$ cat config.mk
export PLATFORM = sky130hd
export DESIGN_NAME = dcphp_host_port
export DESIGN_NICKNAME = d
export VERILOG_FILES = /design/src/hw/dcphp_pkg.sv /design/src/hw/dcphp_host_port.sv
export SDC_FILE = /design/constraint.sdc
export NUM_CORES = 2
export LEC_CHECK = 0
export BUFFER_PORTS_ARGS = -buffer_cell sky130_fd_sc_hd__buf_2
export CAP_MARGIN = 10
export CORE_UTILIZATION = 63
export DETAILED_ROUTE_END_ITERATION = 10
export PLACE_DENSITY = 0.78
export SYNTH_ARGS = -nofsm -noshare
export SYNTH_HDL_FRONTEND = slang
export SYNTH_SLANG_ARGS = --single-unit
$ cat constraint.sdc
create_clock -name clk -period 5 [get_ports clk]
set_input_delay 0.5 -clock clk [delete_from_list [all_inputs] [get_ports clk]]
set_output_delay 0.5 -clock clk [all_outputs]
set_load 0.01 [all_outputs]
$ cat src/hw/dcphp_pkg.sv
/*
 * constants, types and pin layout for the dual controller parallel host port.
 * assumes one 50 mhz clock, an active low asynchronous reset and a processor
 * (plus its dma master) that drives the strobes slowly next to that clock.
 */
// Behaviour
// - CS and two lines pick four ports
// - two address lines reach all registers, FIFO
// - read strobe drives addressed data port word
// - write strobe captures command or data word
// - command is low byte register index
// - command phase then data phase, same controller
// - wide register: low half then high half
// - host index 27H reads chip identification
// - FIFO read as repeated data phases
// - byte count comes from transfer count register
// - channel 1 moves host FIFO data
// - channel 2 moves device FIFO data
// - external end of transfer stops DMA
// - DMA configuration enables internal transfer counter
// - counter equal byte count ends transfer
// - request raised at start of burst
// - DMA cycles repeat until end of transfer
package dcphp_pkg;

    // data bus width
    localparam int DW = 16;

    // port codes: {controller_select, cmd_data_select}
    localparam logic [1:0] PORT_HC_DATA = 2'h0;
    localparam logic [1:0] PORT_HC_CMD = 2'h1;
    localparam logic [1:0] PORT_DC_DATA = 2'h2;
    localparam logic [1:0] PORT_DC_CMD = 2'h3;

    // register indices, read form; write form sets IDX_WR_BIT
    localparam int IDX_WR_BIT = 7;
    localparam logic [7:0] IDX_DMA_CFG = 8'h21;
    localparam logic [7:0] IDX_XFER_CNT = 8'h22;
    localparam logic [7:0] IDX_CHIP_ID = 8'h27;
    localparam logic [7:0] IDX_WIDE = 8'h28;
    localparam logic [7:0] IDX_FIFO = 8'h40;

    // dma_configuration fields
    localparam int CFG_EN_BIT = 0;
    localparam int CFG_CNT_SEL_BIT = 1;
    localparam int CFG_TO_FIFO_BIT = 2;

    // reset values
    localparam logic [7:0] INDEX_RST = 8'h00;
    localparam logic [15:0] DMA_CFG_RST = 16'h0000;
    localparam logic [15:0] XFER_CNT_RST = 16'h0000;
    localparam logic [31:0] WIDE_RST = 32'h0000_0000;
    localparam logic [15:0] WORD_ZERO = 16'h0000;
    localparam logic [15:0] BYTES_PER_WORD = 16'h0002;

    // positions inside the synchronised pin vector
    localparam int PIN_W = 24;
    localparam int P_CS = 16;
    localparam int P_RD = 17;
    localparam int P_WR = 18;
    localparam int P_A0 = 19;
    localparam int P_A1 = 20;
    localparam int P_HACK = 21;
    localparam int P_DACK = 22;
    localparam int P_EOT = 23;
    localparam logic [PIN_W-1:0] PINS_RST = 24'hFF_0000;

    // dma channel state, one-hot
    typedef enum logic [2:0] {
        DMA_IDLE = 3'b001,
        DMA_RUN = 3'b010,
        DMA_DONE = 3'b100
    } dcphp_dma_t;

    // one finished strobe on the port
    typedef struct packed {
        logic ctl;
        logic cmd;
        logic dma;
        logic rd;
        logic wr;
        logic [DW-1:0] word;
    } dcphp_acc_t;

endpackage

$ cat src/hw/dcphp_host_port.sv
/*
 * the processor side port: chip select, strobes, two address lines, 16-bit
 * data split into in, out and enable, two dma request/ack channels, eot.
 * assumes strobes and address stay put for at least three clock cycles and
 * that chip select or ack is held until the strobe has returned high.
 */
module dcphp_host_port #(
    parameter int FIFO_DEPTH = 64,                 // words per controller fifo
    parameter logic [15:0] CHIP_ID = 16'h5A5A      // arbitrary value
) (
    // clock and reset
    input wire logic clk,
    input wire logic rstn,
    // processor bus
    input wire logic csN,
    input wire logic rdN,
    input wire logic wrN,
    input wire logic cmdDataSelect,
    input wire logic controllerSelect,
    input wire logic [dcphp_pkg::DW-1:0] dataIn,
    output logic [dcphp_pkg::DW-1:0] dataOut,
    output logic dataOeN,
    // dma channels
    output logic hostDmaRequest,
    input wire logic hostDmaAckN,
    output logic devDmaRequest,
    input wire logic devDmaAckN,
    input wire logic endOfTransferInN
);
    import dcphp_pkg::*;

    localparam int AW = $clog2(FIFO_DEPTH);

    // three stage pin pipe; stage one only feeds stage two
    logic [PIN_W-1:0] pinS1_r, pinS2_r, pinS3_r, pinNow;
    // per controller state
    logic [7:0] index_r [2], index_nxt [2];
    logic [15:0] dmaCfg_r [2], dmaCfg_nxt [2];
    logic [15:0] xferCount_r [2], xferCount_nxt [2];
    logic [15:0] wordCnt_r [2], wordCnt_nxt [2];
    logic [15:0] dmaCnt_r [2], dmaCnt_nxt [2];
    logic [AW-1:0] ptr_r [2], ptr_nxt [2];
    logic dirSet_r [2], dirSet_nxt [2];
    logic dirWr_r [2], dirWr_nxt [2];
    logic half_r [2], half_nxt [2];
    logic [31:0] wide_r [2], wide_nxt [2];
    dcphp_dma_t dmaSt_r [2], dmaSt_nxt [2];
    // fifo storage, no reset needed
    logic [DW-1:0] fifoMem [2][FIFO_DEPTH];
    logic memWe;
    logic memCtl;
    logic [AW-1:0] memAddr;
    // decoded finished strobe and read path
    dcphp_acc_t acc;
    logic eotEvt;
    logic [DW-1:0] dataOut_nxt;
    logic dataOeN_nxt;

    // strips the write flag off an index
    function automatic logic [6:0] baseIdx(input logic [7:0] idx);
        return idx[6:0];
    endfunction

    // true when an index points at the fifo window
    function automatic logic isFifo(input logic [7:0] idx);
        return baseIdx(idx) == baseIdx(IDX_FIFO);
    endfunction

    assign pinNow = {endOfTransferInN, devDmaAckN, hostDmaAckN, controllerSelect,
                     cmdDataSelect, wrN, rdN, csN, dataIn};

    // pin synchroniser plus one stage for edge finding
    always_ff @(posedge clk or negedge rstn) begin
        if (!rstn) begin
            pinS1_r <= PINS_RST;
            pinS2_r <= PINS_RST;
            pinS3_r <= PINS_RST;
        end else begin
            pinS1_r <= pinNow;
            pinS2_r <= pinS1_r;
            pinS3_r <= pinS2_r;
        end
    end

    // decode a strobe at its release; address taken from the held stage
    always_comb begin
        logic ackAny;
        logic sel;
        ackAny = !pinS3_r[P_HACK] || !pinS3_r[P_DACK];
        sel = !pinS3_r[P_CS] || ackAny;
        acc.ctl = ackAny ? !pinS3_r[P_DACK] : pinS3_r[P_A1];
        acc.cmd = !ackAny && pinS3_r[P_A0];
        acc.dma = ackAny;
        acc.rd = sel && pinS2_r[P_RD] && !pinS3_r[P_RD];
        acc.wr = sel && pinS2_r[P_WR] && !pinS3_r[P_WR];
        acc.word = pinS3_r[DW-1:0];
        eotEvt = pinS3_r[P_EOT] && !pinS2_r[P_EOT];
    end

    // read path: drive the data port word while the read strobe is low
    always_comb begin
        logic ackNow;
        logic c;
        logic [7:0] idx;
        ackNow = !pinS2_r[P_HACK] || !pinS2_r[P_DACK];
        c = ackNow ? !pinS2_r[P_DACK] : pinS2_r[P_A1];
        idx = index_r[c];
        dataOeN_nxt = !(!pinS2_r[P_RD] && (ackNow || (!pinS2_r[P_CS] && !pinS2_r[P_A0])));
        // command ports are write only, so they never drive
        if (ackNow || isFifo(idx)) begin
            dataOut_nxt = fifoMem[c][ptr_r[c]];
        end else begin
            unique case (baseIdx(idx))
                baseIdx(IDX_DMA_CFG): dataOut_nxt = dmaCfg_r[c];
                baseIdx(IDX_XFER_CNT): dataOut_nxt = xferCount_r[c];
                baseIdx(IDX_CHIP_ID): dataOut_nxt = c ? WORD_ZERO : CHIP_ID;
                baseIdx(IDX_WIDE): dataOut_nxt = half_r[c] ? wide_r[c][31:16]
                                                           : wide_r[c][15:0];
                default: dataOut_nxt = WORD_ZERO;                     // unmapped reads zero
            endcase
        end
    end

    // next state of both controllers: index, registers, fifo and dma
    always_comb begin
        logic hit;
        logic [7:0] idx;
        logic fifoOk;
        hit = 1'b0;                 // recomputed per controller below
        idx = INDEX_RST;
        fifoOk = 1'b0;              // only meaningful inside a fifo data phase
        memWe = 1'b0;
        memCtl = acc.ctl;
        memAddr = ptr_r[acc.ctl];
        for (int c = 0; c < 2; c++) begin
            index_nxt[c] = index_r[c];
            dmaCfg_nxt[c] = dmaCfg_r[c];
            xferCount_nxt[c] = xferCount_r[c];
            wordCnt_nxt[c] = wordCnt_r[c];
            dmaCnt_nxt[c] = dmaCnt_r[c];
            ptr_nxt[c] = ptr_r[c];
            dirSet_nxt[c] = dirSet_r[c];
            dirWr_nxt[c] = dirWr_r[c];
            half_nxt[c] = half_r[c];
            wide_nxt[c] = wide_r[c];
            dmaSt_nxt[c] = dmaSt_r[c];
            hit = (acc.rd || acc.wr) && (acc.ctl == c[0]);
            idx = index_r[c];
            // dma channel: 0 is the host fifo, 1 the device fifo
            unique case (dmaSt_r[c])
                DMA_IDLE: begin
                    // enable opens a transfer and raises the request
                    if (dmaCfg_r[c][CFG_EN_BIT]) begin
                        dmaSt_nxt[c] = DMA_RUN;
                        dmaCnt_nxt[c] = WORD_ZERO;
                        ptr_nxt[c] = '0;
                    end
                end
                DMA_RUN: begin
                    // the master strobes; we only answer each cycle
                    if (hit && acc.dma && (acc.wr == dmaCfg_r[c][CFG_TO_FIFO_BIT])) begin
                        memWe = acc.wr;
                        ptr_nxt[c] = ptr_r[c] + 1'b1;
                        dmaCnt_nxt[c] = dmaCnt_r[c] + BYTES_PER_WORD;
                    end
                    if (eotEvt) begin
                        dmaSt_nxt[c] = DMA_DONE;
                    end else if (dmaCfg_r[c][CFG_CNT_SEL_BIT]
                                 && dmaCnt_nxt[c] == xferCount_r[c]) begin
                        dmaSt_nxt[c] = DMA_DONE;
                    end
                end
                DMA_DONE: begin
                    // hardware drops the enable; a software write below wins
                    dmaCfg_nxt[c][CFG_EN_BIT] = 1'b0;
                    dmaSt_nxt[c] = DMA_IDLE;
                end
                default: dmaSt_nxt[c] = DMA_IDLE;
            endcase
            if (hit && acc.cmd && acc.wr) begin
                // a new index restarts every multi phase sequence
                index_nxt[c] = acc.word[7:0];
                half_nxt[c] = 1'b0;
                wordCnt_nxt[c] = WORD_ZERO;
                ptr_nxt[c] = '0;
                dirSet_nxt[c] = 1'b0;
            end else if (hit && !acc.cmd && !acc.dma) begin
                // data phase acts on the last index of this controller
                if (isFifo(idx)) begin
                    // byte count bounds the cycle, first phase fixes direction
                    fifoOk = (wordCnt_r[c] < {1'b0, xferCount_r[c][15:1]})
                             && (!dirSet_r[c] || dirWr_r[c] == acc.wr);
                    if (fifoOk) begin
                        memWe = acc.wr;
                        ptr_nxt[c] = ptr_r[c] + 1'b1;
                        wordCnt_nxt[c] = wordCnt_r[c] + 16'h0001;
                        dirSet_nxt[c] = 1'b1;
                        dirWr_nxt[c] = acc.wr;
                    end
                end else begin
                    if (baseIdx(idx) == baseIdx(IDX_WIDE)) begin
                        half_nxt[c] = !half_r[c];
                    end
                    if (acc.wr && idx[IDX_WR_BIT]) begin
                        unique case (baseIdx(idx))
                            baseIdx(IDX_DMA_CFG): dmaCfg_nxt[c] = acc.word;
                            baseIdx(IDX_XFER_CNT): xferCount_nxt[c] = acc.word;
                            baseIdx(IDX_WIDE): begin
                                if (half_r[c]) begin
                                    wide_nxt[c][31:16] = acc.word;
                                end else begin
                                    wide_nxt[c][15:0] = acc.word;
                                end
                            end
                            default: ;                                   // id and unmapped ignore
                        endcase
                    end
                end
            end
        end
    end

    // control registers
    always_ff @(posedge clk or negedge rstn) begin
        if (!rstn) begin
            for (int c = 0; c < 2; c++) begin
                index_r[c] <= INDEX_RST;
                dmaCfg_r[c] <= DMA_CFG_RST;
                xferCount_r[c] <= XFER_CNT_RST;
                wordCnt_r[c] <= WORD_ZERO;
                dmaCnt_r[c] <= WORD_ZERO;
                ptr_r[c] <= '0;
                dirSet_r[c] <= 1'b0;
                dirWr_r[c] <= 1'b0;
                half_r[c] <= 1'b0;
                wide_r[c] <= WIDE_RST;
                dmaSt_r[c] <= DMA_IDLE;
            end
            dataOut <= WORD_ZERO;
            dataOeN <= 1'b1;
            hostDmaRequest <= 1'b0;
            devDmaRequest <= 1'b0;
        end else begin
            for (int c = 0; c < 2; c++) begin
                index_r[c] <= index_nxt[c];
                dmaCfg_r[c] <= dmaCfg_nxt[c];
                xferCount_r[c] <= xferCount_nxt[c];
                wordCnt_r[c] <= wordCnt_nxt[c];
                dmaCnt_r[c] <= dmaCnt_nxt[c];
                ptr_r[c] <= ptr_nxt[c];
                dirSet_r[c] <= dirSet_nxt[c];
                dirWr_r[c] <= dirWr_nxt[c];
                half_r[c] <= half_nxt[c];
                wide_r[c] <= wide_nxt[c];
                dmaSt_r[c] <= dmaSt_nxt[c];
            end
            dataOut <= dataOut_nxt;
            dataOeN <= dataOeN_nxt;
            hostDmaRequest <= dmaSt_nxt[0] == DMA_RUN;
            devDmaRequest <= dmaSt_nxt[1] == DMA_RUN;
        end
    end

    // fifo write port, one word per finished strobe
    always_ff @(posedge clk) begin
        if (memWe) begin
            fifoMem[memCtl][memAddr] <= acc.word;
        end
    end

    // a command write lands in that controller's index
    property p_cmd_index;
        @(posedge clk) disable iff (!rstn)
        (acc.wr && acc.cmd && !acc.ctl) |=> (index_r[0] == $past(acc.word[7:0]));
    endproperty
    a_cmd_index: assert property (p_cmd_index) else $error("index not captured");

    // a selected data read drives the bus on the next cycle
    property p_read_drive;
        @(posedge clk) disable iff (!rstn)
        (!pinS2_r[P_RD] && !pinS2_r[P_CS] && !pinS2_r[P_A0]) |=> !dataOeN;
    endproperty
    a_read_drive: assert property (p_read_drive) else $error("data port not driven");

    // a command port read never drives
    property p_cmd_quiet;
        @(posedge clk) disable iff (!rstn)
        (pinS2_r[P_A0] && pinS2_r[P_HACK] && pinS2_r[P_DACK]) |=> dataOeN;
    endproperty
    a_cmd_quiet: assert property (p_cmd_quiet) else $error("command port drove bus");

    // external end drops a running host request within two cycles
    property p_ext_eot;
        @(posedge clk) disable iff (!rstn)
        (eotEvt && dmaSt_r[0] == DMA_RUN) |=> (dmaSt_r[0] == DMA_DONE) ##1 !hostDmaRequest;
    endproperty
    a_ext_eot: assert property (p_ext_eot) else $error("eot ignored");

    // counter reaching the byte count ends the transfer
    property p_int_eot;
        @(posedge clk) disable iff (!rstn)
        (dmaSt_r[0] == DMA_RUN && dmaCfg_r[0][CFG_CNT_SEL_BIT]
         && dmaCnt_nxt[0] == xferCount_r[0]) |=> ##[1:2] !hostDmaRequest;
    endproperty
    a_int_eot: assert property (p_int_eot) else $error("internal eot missed");

    // request stands exactly while the channel runs
    property p_request;
        @(posedge clk) disable iff (!rstn)
        hostDmaRequest == (dmaSt_r[0] == DMA_RUN) && devDmaRequest == (dmaSt_r[1] == DMA_RUN);
    endproperty
    a_request: assert property (p_request) else $error("request mismatch");

    // fifo phases stop at half the byte count
    property p_fifo_limit;
        @(posedge clk) disable iff (!rstn)
        (wordCnt_r[0] >= {1'b0, xferCount_r[0][15:1]} && acc.wr && !acc.ctl
         && !acc.cmd && !acc.dma) |=> $stable(wordCnt_r[0]) && $stable(ptr_r[0]);
    endproperty
    a_fifo_limit: assert property (p_fifo_limit) else $error("fifo past count");

    // each wide data phase flips the half
    property p_wide_half;
        @(posedge clk) disable iff (!rstn)
        ((acc.rd || acc.wr) && !acc.ctl && !acc.cmd && !acc.dma
         && baseIdx(index_r[0]) == baseIdx(IDX_WIDE)) |=> half_r[0] != $past(half_r[0]);
    endproperty
    a_wide_half: assert property (p_wide_half) else $error("half not toggled");

    // index 27h on the host reads the identification word
    property p_chip_id;
        @(posedge clk) disable iff (!rstn)
        (index_r[0] == IDX_CHIP_ID && !pinS2_r[P_A1] && pinS2_r[P_HACK]
         && pinS2_r[P_DACK]) |=> dataOut == CHIP_ID;
    endproperty
    a_chip_id: assert property (p_chip_id) else $error("wrong chip id");

endmodule // dcphp_host_port

Yosys cells after proc, flatten, opt, wreduce, memory -nomap -nowiden. Memories as Yosys holds them, arrays and structs flattened. Index checks and enable logic that the tools add are counted.

Word-level logic and storage cells: 282. Bits in registers: 323. Input bits: 26. Memories kept: 1. RAM bits: 2048.

Memories: fifoMem (depth 2, bits a word 1024, rd ports 1, clocked after memory_dff 0, wr ports 1, line dcphp_host_port.sv:49) `logic [DW-1:0] fifoMem [2][FIFO_DEPTH];`.

Add/sub/neg operators: 6. Reduce and logical (&&, ||, !) cells: 81. Multiplexer cells: 112. Bitwise gates (word level): 11. Equal/unequal tests: 31. Order comparisons: 7.

Operator list (number): 2-to-1 mux 1024 bit (1); 2-to-1 mux 16 bit (25); 2-to-1 mux 6 bit (18); binary-select mux 16 bit (select 6 bit) (1); demux 16 bit (select 6 bit) (1); 2-to-1 mux 32 bit (3); equality test 7 x 6 -> 1 bit, second input constant (10); case mux 16 bit (2 select lines) (2); case mux 16 bit (4 select lines) (1); 2-to-1 mux 1 bit (46); adder 16 x 1 -> 16 bit, second input constant (2); adder 16 x 2 -> 16 bit, second input constant (2); equality test 16 bit (2); < comparator 16 x 15 -> 1 bit (2); logical AND 1 bit (29); case mux 6 bit (2 select lines) (2); AND reduction 6 bit (4); equality test 7 bit, second input constant (3); 2-to-1 mux 7 bit (3); AND reduction 5 bit (4); nonzero test 2 bit (10); zero test 1 bit (18); 2-to-1 mux 3 bit (6); 2-to-1 mux 15 bit (1); 17 further kinds (52).

Depth between registers and ports, before layout.
Depth in word-level cells: 23. Mapped depth: 14. Mapped depth without buffers: 10.

Least setup slack after synthesis. Ideal clock, no wire load.

Path kind: reg-to-reg. From: register pinS3_r[22]. To: memory fifoMem[1][656] (netlist name) (enable). Path buffers: 2. Slack: 1.109 ns. Arrival time: 3.478 ns. Library setup time: 0.413 ns. Stages on the path, launching flop included: 10. Period minus slack after synthesis: 3.891 ns. Path through: dfstp_2 buf_4 a21boi_1 o2111a_1 o2111ai_1 a21o_1 a211oi_4 nand4b_1 buf_2 nor3b_1.

Longest elaborated chain between the ends: 23. Elaborated cells between the ends (all ways): 59.

Ends and longest elaborated chain: from (decl) (line dcphp_host_port.sv:35) `logic [PIN_W-1:0] pinS1_r, pinS2_r, pinS3_r, pinNow;`; from (signal assigned) (line dcphp_host_port.sv:81) `pinS3_r <= pinS2_r;`; zero test 1 bit * (line dcphp_host_port.sv:89, dcphp_host_port.sv:91); logical OR 1 bit (line dcphp_host_port.sv:89) `ackAny = !pinS3_r[P_HACK] || !pinS3_r[P_DACK];`; logical OR 1 bit (line dcphp_host_port.sv:90) `sel = !pinS3_r[P_CS] || ackAny;`; logical AND 1 bit, on equally long branches (2 in series) (line dcphp_host_port.sv:94, dcphp_host_port.sv:95); logical OR 1 bit (line dcphp_host_port.sv:147) `hit = (acc.rd || acc.wr) && (acc.ctl == c[0]);`; logical AND 1 bit (line dcphp_host_port.sv:147); logical AND 1 bit (2 in series) (line dcphp_host_port.sv:161) `if (hit && acc.dma && (acc.wr == dmaCfg_r[c][CFG_TO_FIFO_BIT])) begin`; 2-to-1 mux 1 bit (line dcphp_host_port.sv:161); [... 5 more ...]; 2-to-1 mux 1 bit (line dcphp_host_port.sv:161); 2-to-1 mux 1 bit (line dcphp_host_port.sv:150) `unique case (dmaSt_r[c])`; 2-to-1 mux 1 bit (line dcphp_host_port.sv:193) `if (fifoOk) begin`; 2-to-1 mux 1 bit (line dcphp_host_port.sv:189) `if (isFifo(idx)) begin`; 2-to-1 mux 1 bit (line dcphp_host_port.sv:187) `end else if (hit && !acc.cmd && !acc.dma) begin`; 2-to-1 mux 1 bit (line dcphp_host_port.sv:180) `if (hit && acc.cmd && acc.wr) begin`; 2-to-1 mux 1 bit (line dcphp_host_port.sv:266) `if (memWe) begin`; 2-to-1 mux 1024 bit (not written as such) (line dcphp_host_port.sv:267) `fifoMem[memCtl][memAddr] <= acc.word;`; to (decl) (line dcphp_host_port.sv:49).

Every way passes the cells marked *; elsewhere a longest branch is shown, timed or not. The select of a mux whose other input is x is not followed.

Final worst setup path.
From: register xferCount_r[6] (netlist name). To: memory fifoMem[1][752] (netlist name) (enable).

Longest elaborated chain between the ends: 8.

Ends and longest elaborated chain: from (decl) (line dcphp_host_port.sv:39) `logic [15:0] xferCount_r [2], xferCount_nxt [2];`; from (signal, indexed assignment) (line dcphp_host_port.sv:247) `xferCount_r[c] <= xferCount_nxt[c];`; < comparator 16 x 15 -> 1 bit (line dcphp_host_port.sv:191) `fifoOk = (wordCnt_r[c] < {1'b0, xferCount_r[c][15:1]})`; logical AND 1 bit (line dcphp_host_port.sv:192) `&& (!dirSet_r[c] || dirWr_r[c] == acc.wr);`; 2-to-1 mux 1 bit (line dcphp_host_port.sv:193); 2-to-1 mux 1 bit (line dcphp_host_port.sv:189); 2-to-1 mux 1 bit (line dcphp_host_port.sv:187); 2-to-1 mux 1 bit (line dcphp_host_port.sv:180); 2-to-1 mux 1 bit (line dcphp_host_port.sv:266); 2-to-1 mux 1024 bit (not written as such) (line dcphp_host_port.sv:267).

No other way between the ends.

==> metrics.md <==
| Metric | Value |
|---|---|
| Status | finished, final reports clean |
| Hold Path Class | in -> reg |
| Post-synth top area cell | edfxtp_1 |
| Most frequent cell after synthesis | edfxtp_1 |
| Initial antenna violation count | 19 |
| Die Wd | roughly 390 µm |
| Synth Area in Simple Gates | 0.07429 |
| Synth Area in Compound Gates | 0.09041 |
| Vias/cell | 6.905 |
| Hpwl dp | 171.1 mm |
| Largest cells by area after synthesis | edfxtp_1, dfrtp_1, mux2i_1 |
| Register area | 69,640 µm² |
| Power Internal | 30,830 µW |
| Critical path arrival | between 5000 and 6000 ps |
| Critical Path Sink Type | flop |
| YS warnings | 0 |
| Final Critical Period | 4682 ps |
| Critical setup path kind | reg -> reg |
| Clock skew | 38.27 ps |
| Worst Path Required | 5520 ps |
| Total gr overflow | 0 |
| Share of layout cells above drive strength 1 | 0.1404 |
| Num CTS Buffers | 226 |
| Switching share of total power | 0.2125 |
| Leakage | 0.03518 µW |
| Vias in the first global route | 59,300 |
| Max Slew Vio Count | 0 |
| DR WL/cell | approximately 32 µm |
| Share of the synthesized area in the top cell type | 0.6321 |
| Sequential power share | 0.556 |
| DR iter-0 viols | 8,977 |
| DRC | 0 |
| Post-Route Utilization | 0.7122 |
| Synth cell types | 94 |
| Post-Route WL | 281.2 mm |
| Top FF cell, synth | edfxtp_1 |
| Final hold violation count | 0 |
| Syn nets | 6,523 |
| PortBufs | 44 |
| Fmax | between 200 and 250 MHz |
| Adder-Cell Fraction of Synth Area | 0.004372 |
| Worst-path clk slew | 60 ps |
| Chip height | ~390 µm |
| CORE AREA | 152,600 µm² |
| Largest family of logic cells by synthesized area | multiplexers |
| CTS H-tree depth | 4 |
| RSZ-0062 raised after global routing | false |
| Initial core utilization | 0.6375 |
| #FFs+latches synth | about 2,400 |
| EDFF count, synth | 2,048 |
| Post-synthesis mux area share | 0.09048 |
| VDD IR-drop max | just over 400 µV |
| Top post-synthesis cells by count | edfxtp_1, mux2i_1, a211oi_1 |
| Logic pwr share | 0.025 |
| Root buffer cell | clkbuf_16 |
| First-pass GRT wire length | around 400 mm |
| Setup tns final | 0 ps |
| CP Max Fanout | 16 |
| Power share of the clock group | 0.419 |
| Max-Cap Viols | 0 |
| Multi-input combinational cell area | roughly 26,000 µm² |
| Sequential fraction of the synthesis area | 0.7150 |
| CTS max path bufs | 3 |
| Routability cong. | 1.034 |
| XOR/XNOR share of the synthesized area | 0.004771 |
| Overall routing resource usage | 0.3587 |
| PD cells | 360.2 nW/µm² |
| Synthesized area | 97,290 µm² |
| Fin nets | 6,723 |
| Via count | 61,400 |
| Cell Rows | 143 |
| DRT Pass-1 Iters | 6 |
| Pin count of the biggest net entering global routing | around 140 |
| Full die area | 156,000 µm² |
| Worst slew pin tran | 1414 ps |
| Synthesized area per cell | 15.05 µm² |
| Net switching power | 8319 µW |
| Layout area overhead | 11.73% |
| Setup violators final | 0 |
| Critical Path Start Type | flop |
| Setup bufs post-CTS | 0 |
| Synth Instances | ~6,500 |
| Worst-Skew Late Latency | 870 ps |
| Tcrit/Tclk final | 0.9364 |
| Post-synthesis async set-or-reset flop share | 0.1355 |
| Slew headroom | 0.05402 |
| I/O pin cnt | 45 |
| CTS sink count | 2,369 |
| TritonCTS clock tree | done |
| Fillers | approximately 9,600 |
| Post-route ant nets | 0 |
## power groups by stage
stage,Sequential [µW],Clock [µW],Combinational (µW)
4_1_cts,21800,16500,951
5_1_grt,21800,17200,1020
2_1_floorplan,22100,0,392
3_5_place_dp,22200,0,931
6_report,21800,16400,980
3_3_place_gp,22200,0,913
## layout make-up
type                       instances  area share
antenna                            5   0.0001151
timing repair buffer             406     0.03156
sequential                      2369      0.6406
clock buffer                     294     0.05532
tap                             2030     0.02337
clock inverter                   128    0.009588
multi-input combinational       3615      0.2379
inverter                          45    0.001554
## cell usage in the layout (no fill, tap or decap), types with 19 or more instances in the layout
cell,instances
buf_4,301
and3_1,29
o311ai_0,19
xnor2_1,28
nor2_1,242
edfxtp_1,2048
nand4_1,38
mux4_2,62
clkinv_1,57
nand2_1,522
dfstp_2,27
inv_1,43
ha_1,34
buf_12,34
clkbuf_1,60
o22ai_1,34
buf_2,43
xor2_1,25
nand2b_1,39
clkbuf_16,228
a21oi_1,210
mux2i_1,591
nor2b_1,278
o21ai_0,152
mux2_2,126
o31ai_1,22
nor3_1,137
clkinv_2,43
nand3_1,87
a211oi_1,550
a311oi_1,78
dfrtp_1,274
dlygate4sd3_1,25
nor4_1,22
## final timing paths
path / start / to / slack (ps) / cells after the start
worst min register to register: pinS2_r[15]$_DFF_PN0_ / pinS3_r[15]$_DFF_PN0_ / 340 / 0
worst max register to register: xferCount_r[6]$_DFFE_PN0P_ / fifoMem[1][752]$_DFFE_PP_ / 320 / 11
worst min-delay path: dataIn[13] / pinS1_r[13]$_DFF_PN0_ / 270 / 2
max in group asynchronous: rstn / ptr_r[6]$_DFF_PN0_ / 3350 / 3
min in group asynchronous: rstn / dmaCnt_r[8]$_DFFE_PN0P_ / 320 / 2
worst max-delay path: xferCount_r[6]$_DFFE_PN0P_ / fifoMem[1][752]$_DFFE_PP_ / 320 / 11
## what timing repair did
item / in CTS / in global routing
hold buffers: 25 / 0
resized for setup: 0 / 0
endpoints found under the hold margin: 109 / 0
## cell families after synthesis
group           count (synthesis)
xor+xnor                       53
compound gates               1255
fa+ha+maj                      34
simple gates                 1487
mux                           786
buf+inv                       479
flops                        2369
## worst max-delay path, cell delays in order (launching register included)
cell	delay [ps]
dfrtp_1	370
inv_1	90
ha_1	310
a211oi_1	200
o21ai_0	130
a221o_1	390
a2111o_1	470
nand4b_1	680
buf_4	250
nand3_1	650
nor2_1	400
buf_4	370
## stage by stage
stage,hold WS (ps),power (µW),area (µm²),setup slack [ps],cells
floorplan,204.4,22540,97290,1109,6463
global placement,333.4,23070,101400,414.0,8438
global route,275.9,40000,108700,301.9,8887
CTS,246.2,39160,108700,411.0,8885
detailed placement,334.7,23100,101400,454.9,8438
finish,273.6,39150,108700,317.9,8892
## routing by layer
layer,global-route usage,share of wire
met2,0.5354,0.45
met5,0,0.0010
met3,0.1003,0.13
met4,0.1750,0.057
met1,0.4898,0.36
## state kept, by name, summed over array words and instances (netlist names), 2 cells and up
signal / cells
dataOut: 16
dirSet_r: 2
dirWr_r: 2
dmaCfg_r: 32
dmaCnt_r: 30
dmaSt_r: 6
fifoMem: 2048
half_r: 2
index_r: 16
pinS1_r: 24
pinS2_r: 24
pinS3_r: 24
ptr_r: 12
wide_r: 64
wordCnt_r: 32
xferCount_r: 32
No activity file was read; power rests on OpenSTA's default activity.
